==> config.mk <==
export PLATFORM = sky130hd
export DESIGN_NAME = twmc_top
export DESIGN_NICKNAME = d
export VERILOG_FILES = /design/src/core/twmc_pkg.sv /design/src/core/twmc_top.sv
export SDC_FILE = /design/constraint.sdc
export NUM_CORES = 1
export LEC_CHECK = 0
export BUFFER_PORTS_ARGS = -buffer_cell sky130_fd_sc_hd__buf_2
export CAP_MARGIN = 30
export CORE_MARGIN = 3
export CORE_UTILIZATION = 45
export DETAILED_ROUTE_END_ITERATION = 6
export GPL_ROUTABILITY_DRIVEN = 0
export PLACE_DENSITY = 0.7
export SYNTH_ARGS = -nofsm -noshare
export SYNTH_HDL_FRONTEND = slang
export SYNTH_SLANG_ARGS = --single-unit
==> constraint.sdc <==
create_clock -name core_clk -period 3.1 [get_ports core_clk]
set_clock_uncertainty 0.2 [all_clocks]
set_input_delay 0.155 -clock core_clk [delete_from_list [all_inputs] [get_ports core_clk]]
set_output_delay 0.155 -clock core_clk [all_outputs]
set_load 0.05 [all_outputs]
==> src/core/twmc_pkg.sv <==
// Constants and types for the timer waveform mode control block.
// Assumes a 20 MHz core clock and an APB master with 32-bit data.
package twmc_pkg;
  localparam int ADDR_W = 12;
  localparam int PRESC_W = 10;
  // Register indices; byte address is four times the index
  localparam logic [7:0] CTRL_A_IDX = 8'hB0;
  localparam logic [7:0] CTRL_B_IDX = 8'hB1;
  localparam logic [7:0] COUNT_IDX = 8'hB2;
  localparam logic [7:0] CMP_A_IDX = 8'hB3;
  localparam logic [7:0] CMP_B_IDX = 8'hB4;
  localparam logic [7:0] FLAGS_IDX = 8'hB5;
  // Reset values
  localparam logic [7:0] CTRL_A_RST = 8'h00;
  localparam logic [7:0] CTRL_B_RST = 8'h00;
  localparam logic [7:0] COUNT_RST = 8'h00;
  localparam logic [7:0] CMP_RST = 8'h00;
  localparam logic [2:0] FLAGS_RST = 3'h0;
  // Writable bits
  localparam logic [7:0] CTRL_A_WMASK = 8'hF3;
  localparam logic [7:0] CTRL_B_WMASK = 8'h0F;
  // Field positions
  localparam int COM_A_LSB = 6;
  localparam int COM_B_LSB = 4;
  localparam int WGM_LO_LSB = 0;
  localparam int FOC_A_BIT = 7;
  localparam int FOC_B_BIT = 6;
  localparam int WGM_TOP_BIT = 3;
  localparam int CS_LSB = 0;
  localparam int FLAG_OVF_BIT = 0;
  localparam int FLAG_CMPA_BIT = 1;
  localparam int FLAG_CMPB_BIT = 2;
  // Counter landmarks
  localparam logic [7:0] MAX_VAL = 8'hFF;
  localparam logic [7:0] BOTTOM_VAL = 8'h00;
  // Waveform generation modes
  localparam logic [2:0] WGM_NORMAL = 3'h0;
  localparam logic [2:0] WGM_PHASE_FF = 3'h1;
  localparam logic [2:0] WGM_CTC = 3'h2;
  localparam logic [2:0] WGM_FAST_FF = 3'h3;
  localparam logic [2:0] WGM_PHASE_A = 3'h5;
  localparam logic [2:0] WGM_FAST_A = 3'h7;
  // Compare output mode codes
  localparam logic [1:0] COM_OFF = 2'h0;
  localparam logic [1:0] COM_TOGGLE = 2'h1;
  localparam logic [1:0] COM_CLEAR = 2'h2;
  localparam logic [1:0] COM_SET = 2'h3;
  // Prescaler masks per clock select value
  localparam logic [PRESC_W-1:0] DIV1_MASK = 10'h000;
  localparam logic [PRESC_W-1:0] DIV8_MASK = 10'h007;
  localparam logic [PRESC_W-1:0] DIV32_MASK = 10'h01F;
  localparam logic [PRESC_W-1:0] DIV64_MASK = 10'h03F;
  localparam logic [PRESC_W-1:0] DIV128_MASK = 10'h07F;
  localparam logic [PRESC_W-1:0] DIV256_MASK = 10'h0FF;
  localparam logic [PRESC_W-1:0] DIV1024_MASK = 10'h3FF;
  typedef enum logic [2:0] {KIND_NORMAL, KIND_CTC, KIND_FAST, KIND_PHASE, KIND_RSVD} twmc_kind_t;
  typedef enum logic {DIR_UP, DIR_DOWN} twmc_dir_t;
endpackage

==> src/core/twmc_top.sv <==
// Timer with waveform generation, mode control and force strobes on APB.
// Assumes one 20 MHz clock; pin direction is set outside this block.
// Function
// - Channel A nonzero mode overrides pin
// - Non-PWM channel A: off, toggle, clear, set
// - Fast PWM channel A codes act per table
// - Fast PWM A: compare at TOP acts at BOTTOM
// - Phase PWM A: up/down match actions per code
// - Phase PWM: compare at TOP acts at TOP
// - Channel B nonzero mode overrides pin
// - Non-PWM channel B: off, toggle, clear, set
// - Fast PWM channel B: 01 reserved, 10/11
// - Phase PWM channel B: 01 reserved, 10/11
// - Three-bit mode; modes 4, 6 reserved
// - TOP source and compare update point per mode
// - Overflow flag at MAX, BOTTOM or TOP
// - Force A honoured only in non-PWM modes
// - Force A applies current channel A action
// - Force is a one-shot strobe
// - Force sets no flag, clears no counter
// - Force A bit always reads zero
// - Force B behaves like force A
// - Clock select stops or divides timer clock
//
// Chosen here: register access over APB.
`timescale 1ns/1ps
module twmc_top (
  input logic core_clk,
  input logic resetn,
  input logic psel,
  input logic penable,
  input logic pwrite,
  input logic [twmc_pkg::ADDR_W-1:0] paddr,
  input logic [31:0] pwdata,
  input logic [3:0] pstrb,
  output logic pready,
  output logic [31:0] prdata,
  output logic pslverr,
  output logic chanAWaveOut,
  output logic chanBWaveOut,
  output logic chanAPinOverride,
  output logic chanBPinOverride,
  output logic overflowFlag
);
  import twmc_pkg::*;

  logic [7:0] ctrlA_r;
  logic [7:0] ctrlB_r;
  logic [7:0] count_r;
  logic [7:0] cmpBuf_r [2];
  logic [7:0] cmpAct_r [2];
  logic [2:0] flags_r;
  logic [PRESC_W-1:0] presc_r;
  twmc_dir_t dir_r;
  logic [1:0] force_r;
  logic pready_r;
  logic pslverr_r;
  logic [31:0] prdata_r;
  logic [7:0] rdMux;
  logic [2:0] wgm;
  twmc_kind_t kind;
  logic [7:0] topVal;
  logic tick;
  logic atTop;
  logic ovfEv;
  logic wr;
  logic [7:0] wbyte;
  logic isMapped;
  logic cmpImmediate;

  function automatic logic hit(input logic [ADDR_W-1:0] a, input logic [7:0] idx);
    hit = (a == {2'b00, idx, 2'b00});
  endfunction

  function automatic twmc_kind_t modeKind(input logic [2:0] m);
    case (m)
      WGM_NORMAL: modeKind = KIND_NORMAL;
      WGM_CTC: modeKind = KIND_CTC;
      WGM_PHASE_FF, WGM_PHASE_A: modeKind = KIND_PHASE;
      WGM_FAST_FF, WGM_FAST_A: modeKind = KIND_FAST;
      default: modeKind = KIND_RSVD;
    endcase
  endfunction

  function automatic logic [PRESC_W-1:0] divMask(input logic [2:0] cs);
    case (cs)
      3'h1: divMask = DIV1_MASK;
      3'h2: divMask = DIV8_MASK;
      3'h3: divMask = DIV32_MASK;
      3'h4: divMask = DIV64_MASK;
      3'h5: divMask = DIV128_MASK;
      3'h6: divMask = DIV256_MASK;
      3'h7: divMask = DIV1024_MASK;
      default: divMask = DIV1_MASK;
    endcase
  endfunction

  function automatic logic applyAct(input logic cur, input logic [1:0] com);
    case (com)
      COM_TOGGLE: applyAct = !cur;
      COM_CLEAR: applyAct = 1'b0;
      COM_SET: applyAct = 1'b1;
      default: applyAct = cur;
    endcase
  endfunction

  // APB: one wait state, write and read complete at the pready edge
  assign wr = psel && penable && pready_r && pwrite && pstrb[0];
  assign wbyte = pwdata[7:0];
  assign isMapped = hit(paddr, CTRL_A_IDX) || hit(paddr, CTRL_B_IDX) ||
    hit(paddr, COUNT_IDX) || hit(paddr, CMP_A_IDX) || hit(paddr, CMP_B_IDX) ||
    hit(paddr, FLAGS_IDX);

  always_comb begin
    rdMux = 8'h00;
    if (hit(paddr, CTRL_A_IDX)) rdMux = ctrlA_r;
    if (hit(paddr, CTRL_B_IDX)) rdMux = ctrlB_r;
    if (hit(paddr, COUNT_IDX)) rdMux = count_r;
    if (hit(paddr, CMP_A_IDX)) rdMux = cmpBuf_r[0];
    if (hit(paddr, CMP_B_IDX)) rdMux = cmpBuf_r[1];
    if (hit(paddr, FLAGS_IDX)) rdMux = {5'h00, flags_r};
  end

  always_ff @(posedge core_clk) begin
    if (!resetn) begin
      pready_r <= 1'b0;
      pslverr_r <= 1'b0;
      prdata_r <= 32'h0000_0000;
    end else begin
      pready_r <= psel && penable && !pready_r;
      pslverr_r <= psel && penable && !pready_r && !isMapped;
      prdata_r <= (psel && penable && !pready_r && !pwrite) ? {24'h000000, rdMux} : 32'h0;
    end
  end

  // Force bits are never stored, so they read back as zero
  always_ff @(posedge core_clk) begin
    if (!resetn) begin
      ctrlA_r <= CTRL_A_RST;
      ctrlB_r <= CTRL_B_RST;
    end else begin
      if (wr && hit(paddr, CTRL_A_IDX)) ctrlA_r <= wbyte & CTRL_A_WMASK;
      if (wr && hit(paddr, CTRL_B_IDX)) ctrlB_r <= wbyte & CTRL_B_WMASK;
    end
  end

  // Mode judged from the value being written, so a write that enters PWM forces nothing
  always_ff @(posedge core_clk) begin
    if (!resetn) begin
      force_r <= 2'b00;
    end else begin
      force_r <= 2'b00;
      if (wr && hit(paddr, CTRL_B_IDX) &&
          modeKind({wbyte[WGM_TOP_BIT], ctrlA_r[WGM_LO_LSB +: 2]}) inside {KIND_NORMAL, KIND_CTC})
      begin
        force_r <= {wbyte[FOC_B_BIT], wbyte[FOC_A_BIT]};
      end
    end
  end

  assign wgm = {ctrlB_r[WGM_TOP_BIT], ctrlA_r[WGM_LO_LSB +: 2]};
  assign kind = modeKind(wgm);
  assign topVal = (wgm == WGM_CTC || wgm == WGM_PHASE_A || wgm == WGM_FAST_A) ?
    cmpAct_r[0] : MAX_VAL;
  assign tick = (ctrlB_r[CS_LSB +: 3] != 3'h0) &&
    ((presc_r & divMask(ctrlB_r[CS_LSB +: 3])) == divMask(ctrlB_r[CS_LSB +: 3]));
  assign atTop = tick && (kind != KIND_RSVD) && (count_r == topVal) && (dir_r == DIR_UP);
  assign cmpImmediate = (kind == KIND_NORMAL) || (kind == KIND_CTC) || (kind == KIND_RSVD);

  always_ff @(posedge core_clk) begin
    if (!resetn) begin
      presc_r <= '0;
    end else begin
      presc_r <= presc_r + 10'h001;
    end
  end

  // Counter; a software write wins over counting
  always_ff @(posedge core_clk) begin
    if (!resetn) begin
      count_r <= COUNT_RST;
      dir_r <= DIR_UP;
    end else if (wr && hit(paddr, COUNT_IDX)) begin
      count_r <= wbyte;
    end else if (tick) begin
      case (kind)
        KIND_NORMAL: count_r <= count_r + 8'h01;
        KIND_CTC, KIND_FAST: begin
          count_r <= (count_r == topVal) ? BOTTOM_VAL : count_r + 8'h01;
        end
        KIND_PHASE: begin
          if (dir_r == DIR_UP) begin
            if (count_r == topVal) begin
              dir_r <= DIR_DOWN;
              count_r <= (count_r == BOTTOM_VAL) ? count_r : count_r - 8'h01;
            end else begin
              count_r <= count_r + 8'h01;
            end
          end else if (count_r == BOTTOM_VAL) begin
            dir_r <= DIR_UP;
            count_r <= count_r + 8'h01;
          end else begin
            count_r <= count_r - 8'h01;
          end
        end
        default: count_r <= count_r;
      endcase
    end
  end

  // Double-buffered compare values
  always_ff @(posedge core_clk) begin
    if (!resetn) begin
      for (int i = 0; i < 2; i++) begin
        cmpBuf_r[i] <= CMP_RST;
        cmpAct_r[i] <= CMP_RST;
      end
    end else begin
      if (wr && hit(paddr, CMP_A_IDX)) cmpBuf_r[0] <= wbyte;
      if (wr && hit(paddr, CMP_B_IDX)) cmpBuf_r[1] <= wbyte;
      for (int i = 0; i < 2; i++) begin
        if (cmpImmediate || atTop) cmpAct_r[i] <= cmpBuf_r[i];
      end
    end
  end

  always_comb begin
    case (wgm)
      WGM_NORMAL, WGM_CTC, WGM_FAST_FF: begin
        ovfEv = tick && (count_r == MAX_VAL) && (dir_r == DIR_UP);
      end
      WGM_PHASE_FF, WGM_PHASE_A: ovfEv = tick && (dir_r == DIR_DOWN) && (count_r == BOTTOM_VAL);
      WGM_FAST_A: ovfEv = atTop;
      default: ovfEv = 1'b0;
    endcase
  end

  // Waveform units; forced matches never reach the flags
  for (genvar ch = 0; ch < 2; ch++) begin : chanG
    logic [1:0] com;
    logic matchEv;
    logic cmpIsTop;
    logic wave_r;
    logic wave_nxt;
    logic over_r;
    assign com = (ch == 0) ? ctrlA_r[COM_A_LSB +: 2] : ctrlA_r[COM_B_LSB +: 2];
    assign matchEv = tick && (kind != KIND_RSVD) && (count_r == cmpAct_r[ch]);
    assign cmpIsTop = (cmpAct_r[ch] == topVal);
    always_comb begin
      wave_nxt = wave_r;
      case (kind)
        KIND_NORMAL, KIND_CTC: begin
          if (matchEv) wave_nxt = applyAct(wave_r, com);
          if (force_r[ch]) wave_nxt = applyAct(wave_r, com);
        end
        KIND_FAST: begin
          if (com == COM_TOGGLE) begin
            if (ch == 0 && wgm[2] && matchEv) wave_nxt = !wave_r;
          end else if (com[1]) begin
            if (matchEv && !cmpIsTop) wave_nxt = com[0];
            if (atTop) wave_nxt = !com[0];
          end
        end
        KIND_PHASE: begin
          if (com == COM_TOGGLE) begin
            if (ch == 0 && wgm[2] && matchEv) wave_nxt = !wave_r;
          end else if (com[1]) begin
            if (matchEv && !cmpIsTop) begin
              wave_nxt = (dir_r == DIR_UP) ? com[0] : !com[0];
            end
            if (atTop && cmpIsTop) wave_nxt = !com[0];
          end
        end
        default: wave_nxt = wave_r;
      endcase
    end
    always_ff @(posedge core_clk) begin
      if (!resetn) begin
        wave_r <= 1'b0;
        over_r <= 1'b0;
      end else begin
        wave_r <= wave_nxt;
        over_r <= (com != COM_OFF);
      end
    end
  end

  // Sticky flags, write one to clear; a new event wins over the clear
  always_ff @(posedge core_clk) begin
    if (!resetn) begin
      flags_r <= FLAGS_RST;
    end else begin
      flags_r <= (flags_r & ~((wr && hit(paddr, FLAGS_IDX)) ? wbyte[2:0] : 3'h0)) |
        {chanG[1].matchEv, chanG[0].matchEv, ovfEv};
    end
  end

  assign pready = pready_r;
  assign prdata = prdata_r;
  assign pslverr = pslverr_r;
  assign chanAWaveOut = chanG[0].wave_r;
  assign chanBWaveOut = chanG[1].wave_r;
  assign chanAPinOverride = chanG[0].over_r;
  assign chanBPinOverride = chanG[1].over_r;
  assign overflowFlag = flags_r[FLAG_OVF_BIT];

  logic cntWr;
  assign cntWr = wr && hit(paddr, COUNT_IDX);
endmodule

Yosys cells after proc, flatten, opt, wreduce, memory -nomap -nowiden
Memory sizes are Yosys's and may differ from the RTL's.
Cells that the tools add are included.
{"block": "op_classes", "add_sub_neg": 3, "mux": 65, "n_bitwise": 12, "n_eq_ne": 54, "n_reduce_logical": 74}
{"op": "$mux 8", "count": 17}
{"op": "$eq 12x10->1 const B", "count": 6}
{"op": "$pmux 10 s6", "count": 1}
{"op": "$eq 8x8->1", "count": 5}
{"op": "$mux 1", "count": 36}
{"op": "$logic_and 1x1->1", "count": 29}
{"op": "$eq 3x3->1 const B", "count": 9}
{"op": "$eq 3x2->1 const B", "count": 8}
{"op": "$pmux 3 s4", "count": 2}
{"op": "$pmux 8 s3", "count": 1}
{"op": "$ne 3x3->1 const B", "count": 7}
{"op": "$pmux 1 s3", "count": 5}
{"op": "$eq 3x1->1 const B", "count": 4}
{"op": "$logic_not 3->1", "count": 4}
{"op": "$reduce_or 2->1", "count": 6}
{"op": "$add 10x1->10 const B", "count": 1}
{"op": "$and 10x10->10", "count": 1}
{"op": "$eq 10x10->1", "count": 1}
{"op": "$logic_or 1x1->1", "count": 10}
{"op": "$logic_not 1->1", "count": 9}
{"op": "$mux 3", "count": 3}
{"op": "$add 8x1->8 const B", "count": 1}
{"op": "$eq 2x2->1 const B", "count": 4}
{"op": "$eq 8x8->1 const B", "count": 1}
{"op": "other kinds (19)", "count": 37}
{"block": "word_totals", "n_memories": 2, "in_bits": 53, "elab_cells": 226, "mem_bits_rw": 32, "register_bits": 72, "out_inout_bits": 39}
{"name": "cmpAct_r", "words": 2, "word_bits": 8, "rd": 2, "rd_clocked_by_memory_dff": 0, "wr": 2, "line_no": "twmc_top.sv:51", "source": "logic [7:0] cmpAct_r [2];"}
{"name": "cmpBuf_r", "words": 2, "word_bits": 8, "rd": 2, "rd_clocked_by_memory_dff": 0, "wr": 2, "line_no": "twmc_top.sv:50", "source": "logic [7:0] cmpBuf_r [2];"}

Depth between registers and ports, before layout
Gate-level depths: netlist of run 1.
{"block": "logic_depth", "word_depth": 13, "mapped_depth": 11}

Worst setup path after synthesis of run 1
No wires, ideal clock.
{"block": "synth_timing", "path_kind": "reg2reg", "from": "mem cmpAct_r[0][7]", "to": "mem cmpAct_r[0][0] (enable)", "synth_period_minus_slack_ps": 3268, "setup_ps": 373, "n_path_buf": 2, "t_arrival_ps": 2695, "setup_slack_ps": -168, "t_required_ps": 2527, "path_stages_with_launch": 9, "cell_sequence": "edfxtp_1 > nor2b_1 > a2111oi_2 > nand2_1 > or4_1 > buf_6 > o31ai_4 > clkbuf_1 > or2_1"}
{"item": "from (decl)", "line_no": "twmc_top.sv:51"}

==> flow_summary.yaml, run 1 <==
yosys:
  ys_seq_area_share_pct: 39.81
  syn_inst: 559
  yosysWarnings: 0
  ys_ff_latch: 80
  synth_edf_count: 32
  synth_flop_cell: "dfxtp_1"
  yosysUniqueCellTypes: 75
  syn_avg_cell_area_sq_um: 8.635
  netlist_area_sq_um: 4827
  async_flop_share_pct: 0
setup_path:
  path_class: "reg2reg"
  path_delay_family: "compound AO/OA/AOI/OAI gates"
  startpoint_type: "flop"
  slowest_stage: "or4_4"
  crit_buf_inv: 1
  reg2reg_slack_ns: 0.12
  cp_max_fo: 10
  slowest_delay_ns: 0.54
  arrival_ns: 3.02
  path_cells: "nor2b_1, a2111oi_2, nand2_1, or4_4, buf_6, o31ai_4, o32ai_1, o211ai_1, a31oi_1"
  end_kind: "flop"
  required_ns: 3.14
timing:
  slew_violations: 0
  period_needed_ns: 2.983
  worst_pin_slew_ns: 0.7702
  hold_viol: 0
  finalCritPeriodShare_pct: 96.24
  fmax_mhz: 335.2
  setup_viol: 0
  slew_headroom_pct: 48.26
routing:
  dr.pass1.iters: 5
  drt_iter0_markers: 480
  postRouteAntennaNets: 0
  wire_per_inst_microns: 18.12
  post-route-drc-count: 0
  drt-total-wl_microns: 13770
  vias: 4560
  viasPerCell: 6.000
clocking:
  cts_tree: "yes"
  clock_latency_ns: 0.36
  path_clk_slew_ns: 0.09
  numCtsBuffers: 9
  cts_max_path_buffers: 2
  root_buffer: "clkbuf_8"
  clkSinkCount: 80
  cts.htree.levels: 3
  post_cts_buffers: 0
global_route:
  global_route.usage.met2_pct: 37.71
  grt_start_max_net_pins: 31
  grt_util_met3_pct: 4.639
  grt_remaining_overflow: 0
  met1_usage_pct: 31.14
  grt_pass1_vias: 4238
  antenna_found_initial: 0
  grt_pass1_wl_microns: 21580
  grt_use_total_pct: 23.32
  gr-max-usage-layer: "met2"
layout:
  post-route-cell-area_sq_um: 5588
  drive_gt1_share_pct: 16.83
  nNetsFinal: 676
  area_growth_syn_to_layout_pct: 15.76
  layoutNonFillerInstCount: 760
  n_antenna_cell: 0
floorplanning:
  die_y_microns: 109.6
  die_area_sq_um: 12010
  coreArea_sq_um: 10370
  start_util_pct: 46.55
  die_w_microns: 109.6
  fp-row-count: 37
  io_pins: 92
hold_path:
  hp-class: "in2reg"
place:
  io_buffers: 40
  dp_hpwl_microns: 10050
  dp_cells: 731
  place_area_sq_um: 5185
power_and_ir_drop:
  power_density_nw_per_um2: 397.6
  leakage_uw: 0.002245
  power_uw: 2222
  ir_drop_mv: 0.2648
status:
  status: "finished clean"
job:
  max_cap_violations: 0
## power breakdown
| part | switching [uW] | total [uW] | internal, uW |
|---|---|---|---|
| Combinational | 141 | 193 | 52.6 |
| Clock | 432 | 904 | 472 |
| Sequential | 16.8 | 1120 | 1110 |
| Total | 589 | 2220 | 1630 |
## synthesized netlist by cell type (4+ instances only)
| master | n | area, sq um |
|---|---|---|
| nand2_1 | 49 | 183.9 |
| nor2_1 | 49 | 183.9 |
| dfxtp_1 | 48 | 960.9 |
| edfxtp_1 | 32 | 960.9 |
| nand3_1 | 32 | 160.2 |
| a21oi_1 | 29 | 145.1 |
| and3_1 | 26 | 162.7 |
| buf_4 | 26 | 195.2 |
| clkbuf_1 | 22 | 82.58 |
| nor3_1 | 18 | 90.09 |
| o21ai_0 | 16 | 80.08 |
| xor2_1 | 16 | 140.1 |
| inv_1 | 15 | 56.30 |
| and2_1 | 13 | 81.33 |
| xnor2_1 | 13 | 113.9 |
| o211ai_1 | 11 | 82.58 |
| nor4_1 | 10 | 62.56 |
| a31oi_1 | 9 | 56.30 |
| nand2b_1 | 8 | 50.05 |
| nor2b_1 | 8 | 50.05 |
| nand4_1 | 7 | 43.79 |
| buf_2 | 6 | 30.03 |
| a22oi_1 | 5 | 37.54 |
| mux2i_1 | 5 | 50.05 |
| a41oi_1 | 4 | 35.03 |
| ha_1 | 4 | 50.05 |
| o2111ai_1 | 4 | 35.03 |
## through the flow
stage | setup WS, ns | hold slack, ns | TNS (ns) | util [%]
2_1_floorplan | 0.07855 | 0.03431 | 0 | -
3_3_place_gp | 0.09236 | 0.1550 | 0 | 50.00
3_5_place_dp | 0.03526 | 0.1616 | 0 | 50.00
4_1_cts | 0.01890 | 0.0006928 | 0 | 53.50
5_1_grt | -0.001423 | 0.02963 | -0.001423 | 53.89
6_report | 0.1167 | 0.02249 | 0 | 53.89
## flip-flops by register name (all words and copies together) (netlist names)
name,count
cmpAct_r,16
cmpBuf_r,16
presc_r,10
count_r,8
prdata,8
ctrlA_r,6
ctrlB_r,4
flags_r,3
force_r,2
chanAPinOverride,1
chanAWaveOut,1
chanBPinOverride,1
chanBWaveOut,1
dir_r,1
pready,1
pslverr,1
## area by class of cell
type,instances,area [sq um]
Clock buffer,9,123.9
Fill cell,957,4782
Timing Repair Buffer,85,574.3
Tap cell,136,170.2
Sequential cell,80,1923
Inverter,15,56.30
Multi-Input combinational cell,428,2631
Clock inverter,7,108.9
## path summary, 6_finish.rpt
path / from / to / depth (start not counted)
worst max register to register: cmpAct_r[0][5] / count_r[7] / 9
worst min register to register: presc_r[0] / presc_r[0] / 1
worst max-delay path: cmpAct_r[0][5] / count_r[7] / 9
worst min-delay path: paddr[7] / prdata[3] / 4
## cells in the final DEF, fill, tap and decap left out, types with 3 or more instances in the layout
cell           netlist  final
a41oi_1              4      4
xnor2_1             13     13
a221oi_1             3      3
ha_1                 4      4
nor2_1              49     48
conb_1               1     24
a22o_1               3      3
buf_4               26     31
nand4_1              7      7
xor2_1              16     16
nand2b_1             8      8
edfxtp_1            32     32
and2_1              13     13
o21ai_0             16     16
mux2i_1              5      5
and3_1              26     26
dfxtp_1             48     47
nand2_1             49     49
a31oi_1              9      9
o21ai_1              3      3
a21oi_1             29     29
clkbuf_8             0      9
nand3_1             32     32
nor4_1              10     10
o2111ai_1            4      4
nor2b_1              8      8
dlygate4sd3_1        0     13
inv_1               15     15
a22oi_1              5      5
o22ai_1              3      3
o211ai_1            11     11
nor3_1              18     18
buf_2                6     40
o221ai_1             3      3
## worst reg2reg max path, stage by stage (launching register included)
cell and delay (ns):
edfxtp_1 0.39, nor2b_1 0.16, a2111oi_2 0.40, nand2_1 0.15, or4_4 0.54, buf_6 0.17
o31ai_4 0.36, o32ai_1 0.15, o211ai_1 0.24, a31oi_1 0.11
## layer usage
metal,wire [microns],vias to the layer above
met1,5494,2175
met4,378,0
met5,0,-
met2,6699,238
li1,-,2113
met3,1199,34
## repair_timing
action | CTS | global route
endpoints found under the setup margin | 0 | 24
hold endpoints to repair | 36 | 0
hold buffers | 13 | 0
resized for setup | 0 | 8
## logic make-up after synthesis
family / after synthesis / share of synthesized area [%]
buffers and inverters: 74 / 8.243
XOR/XNOR: 29 / 5.262
flip-flops: 80 / 39.81
adder cells (fa/ha/maj): 4 / 1.037
other: 1 / 0.07769
multiplexers: 7 / 1.503
AND/OR/NAND/NOR: 243 / 26.18
AO/OA/AOI/OAI: 121 / 17.88
Power figures use the tool's default switching activity.
==> run 2, diff against run 1 <==
ABC_AREA = 1   (was default)
CAP_MARGIN = 5   (was 30)
PLACE_DENSITY = 0.8   (was 0.7)
==> run 2 against run 1 <==
Cell count up 19%. Clock-buffer cell count up 6. Setup slack better by 0.25 ns. Global-route usage down 2.1 points. Maximum frequency up 9.1%. First-iteration DRC count down 11%. Combinational power down 10%. Register-to-register slack better by 0.25 ns. Critical endpoint is now count_r[3].
==> flow_summary.yaml, run 2 <==
status:
  status: "finished clean"
power_and_ir_drop:
  leakage_uw: 0.002424
  power_density_nw_per_um2: 385.7
  ir_drop_mv: 0.3517
clocking:
  path_clk_slew_ns: 0.08
  clock_latency_ns: 0.35
  clkSinkCount: 80
  cts.htree.levels: 3
  numCtsBuffers: 9
  root_buffer: "clkbuf_8"
  cts_tree: "yes"
  cts_max_path_buffers: 2
  post_cts_buffers: 0
yosys:
  yosys-top-cells-count: "141 x nand2_1, 94 x nor2_1, 91 x inv_1"
  synth_top_family_by_area: "simple AND/OR/NAND/NOR gates"
  synth.largest_area_cell: "dfxtp_1"
  synth_flop_cell: "dfxtp_1"
  ys_seq_area_share_pct: 38.93
  yosysWarnings: 0
  async_flop_share_pct: 0
  yosysMostFrequentCell: "nand2_1"
  syn_avg_cell_area_sq_um: 7.033
  synth-compound-area-share_pct: 12.95
  yosysUniqueCellTypes: 41
  synth_edf_count: 32
  syn_inst: 702
  netlist_area_sq_um: 4937
  ys_ff_latch: 80
  ys_top_cells_by_area: "dfxtp_1 19%, edfxtp_1 19%, nand2_1 11%, nor2_1 7.1%, inv_1 6.9%"
  synth_top_area_share_pct: 19.46
  yosys.area_share.xor_xnor_pct: 3.548
  synthMuxAreaShare_pct: 0
  yosys.area_share.simple_pct: 30.31
  synth_fa_ha_area_share_pct: 1.014
routing:
  vias: 4838
  wire_per_inst_microns: 14.54
  drt_iter0_markers: 427
  drt-total-wl_microns: 13130
  post-route-drc-count: 0
  postRouteAntennaNets: 0
  viasPerCell: 5.358
  dr.pass1.iters: 5
timing:
  finalCritPeriodShare_pct: 88.24
  final.setup.tns_ns: 0
  worst_pin_slew_ns: 0.6583
  period_needed_ns: 2.736
  rsz0062_at_grt: "no"
  setup_viol: 0
  slew_headroom_pct: 55.95
  slew_violations: 0
  fmax_mhz: 365.6
  hold_viol: 0
layout:
  nNetsFinal: 819
  area_growth_syn_to_layout_pct: 13.38
  n_antenna_cell: 0
  final_cell_mix: "141 x nand2_1, 94 x nor2_1, 91 x inv_1, 54 x nand3_1, 48 x dfxtp_1"
  post-route-cell-area_sq_um: 5598
  final_common_cell: "nand2_1"
  largestRegisters: "cmpAct_r (16), cmpBuf_r (16), presc_r (10)"
  drive_gt1_share_pct: 12.26
global_route:
  grt_remaining_overflow: 0
  grt_pass1_wl_microns: 21460
  grt_pass1_vias: 4452
  grt_use_total_pct: 21.23
  grt_start_max_net_pins: 28
  antenna_found_initial: 0
place:
  dp_hpwl_microns: 9849
  place_area_sq_um: 5230
  io_buffers: 40
setup_path:
  r2r_start: "ctrlB_r[3]"
  cp_max_fo: 12
  path_class: "reg2reg"
  startpoint: "ctrlB_r[3]"
  arrival_ns: 2.78
  required_ns: 3.15
  startpoint_type: "flop"
  end_kind: "flop"
floorplanning:
  die_y_microns: 110.7
  io_pins: 92
  die_area_sq_um: 12260
  start_util_pct: 46.98
  die_w_microns: 110.7
  coreArea_sq_um: 10510
  fp-row-count: 37
hold_path:
  hp-class: "in2reg"
  min_from: "resetn"
job:
  max_cap_violations: 0
-- run 2: worst max-delay path, stage by stage, from the launching register on --
cell      delay, ns
dfxtp_1        0.39
inv_2          0.16
nand2_2        0.21
nand2_2        0.22
inv_1          0.15
o21ai_0        0.10
nand2_1        0.08
nor2_1         0.09
nand3_1        0.15
nor2_1         0.26
nand4_1        0.15
nand2_2        0.21
nand2_1        0.08
o211ai_1       0.11
nor2_1         0.07
-- run 2: per-layer routing --
| layer | global-route usage (%) | wire, microns | part of all wire (%) | vias to the layer above |
|---|---|---|---|---|
| met5 | 0 | 0 | 0 | - |
| met4 | 9.278 | 518 | 3.9 | 0 |
| met3 | 4.258 | 1098 | 8.4 | 52 |
| met2 | 34.26 | 6135 | 47 | 243 |
| met1 | 27.58 | 5377 | 41 | 2165 |
| li1 | - | - | - | 2378 |
-- run 2: cell type report --
type                            instances  area, sq um
Multi-Input combinational cell        504         2451
Timing Repair Buffer                   68        442.9
Fill cell                             991         4911
Clock inverter                          1        30.03
Clock buffer                           15        207.7
Inverter                               99        374.1
Sequential cell                        80         1922
Tap cell                              136        170.2
-- run 2: worst paths after layout --
kind,cells past startpoint,to,slack (ns)
setup / recovery,14,count_r[3],0.36
setup reg to reg,14,count_r[3],0.36
hold / removal,5,prdata[1],0.05
hold reg to reg,1,presc_r[0],0.25
-- run 2: what timing repair did --
action,CTS,global route
hold buffers,13,0
setup endpoints to repair,0,0
hold endpoints to repair,20,0
gates resized for setup,0,0
-- run 2: stage by stage --
step,setup WS [ns],cells,utilization (%),power [uW],hold slack [ns]
after detailed placement,0.4467,874,49.77,1301,0.2350
final,0.3645,903,53.27,2159,0.04791
after CTS,0.4260,903,53.27,2165,0.03141
after global placement,0.4750,874,49.77,1298,0.2314
after global routing,0.1568,903,53.27,2234,0.06222
after floorplan,0.7404,725,-,1283,0.1036
-- run 2: report_power, final --
part / internal (uW) / switching [uW]
registers: 1110 / 10.2
clock network: 510 / 358
logic: 42.9 / 131
total: 1660 / 499
-- run 2: logic make-up after synthesis --
logic type | count (synthesis)
simple gates | 342
flops | 80
other cells | 1
fa+ha+maj | 4
compound gates | 114
xor+xnor | 20
buf+inv | 141
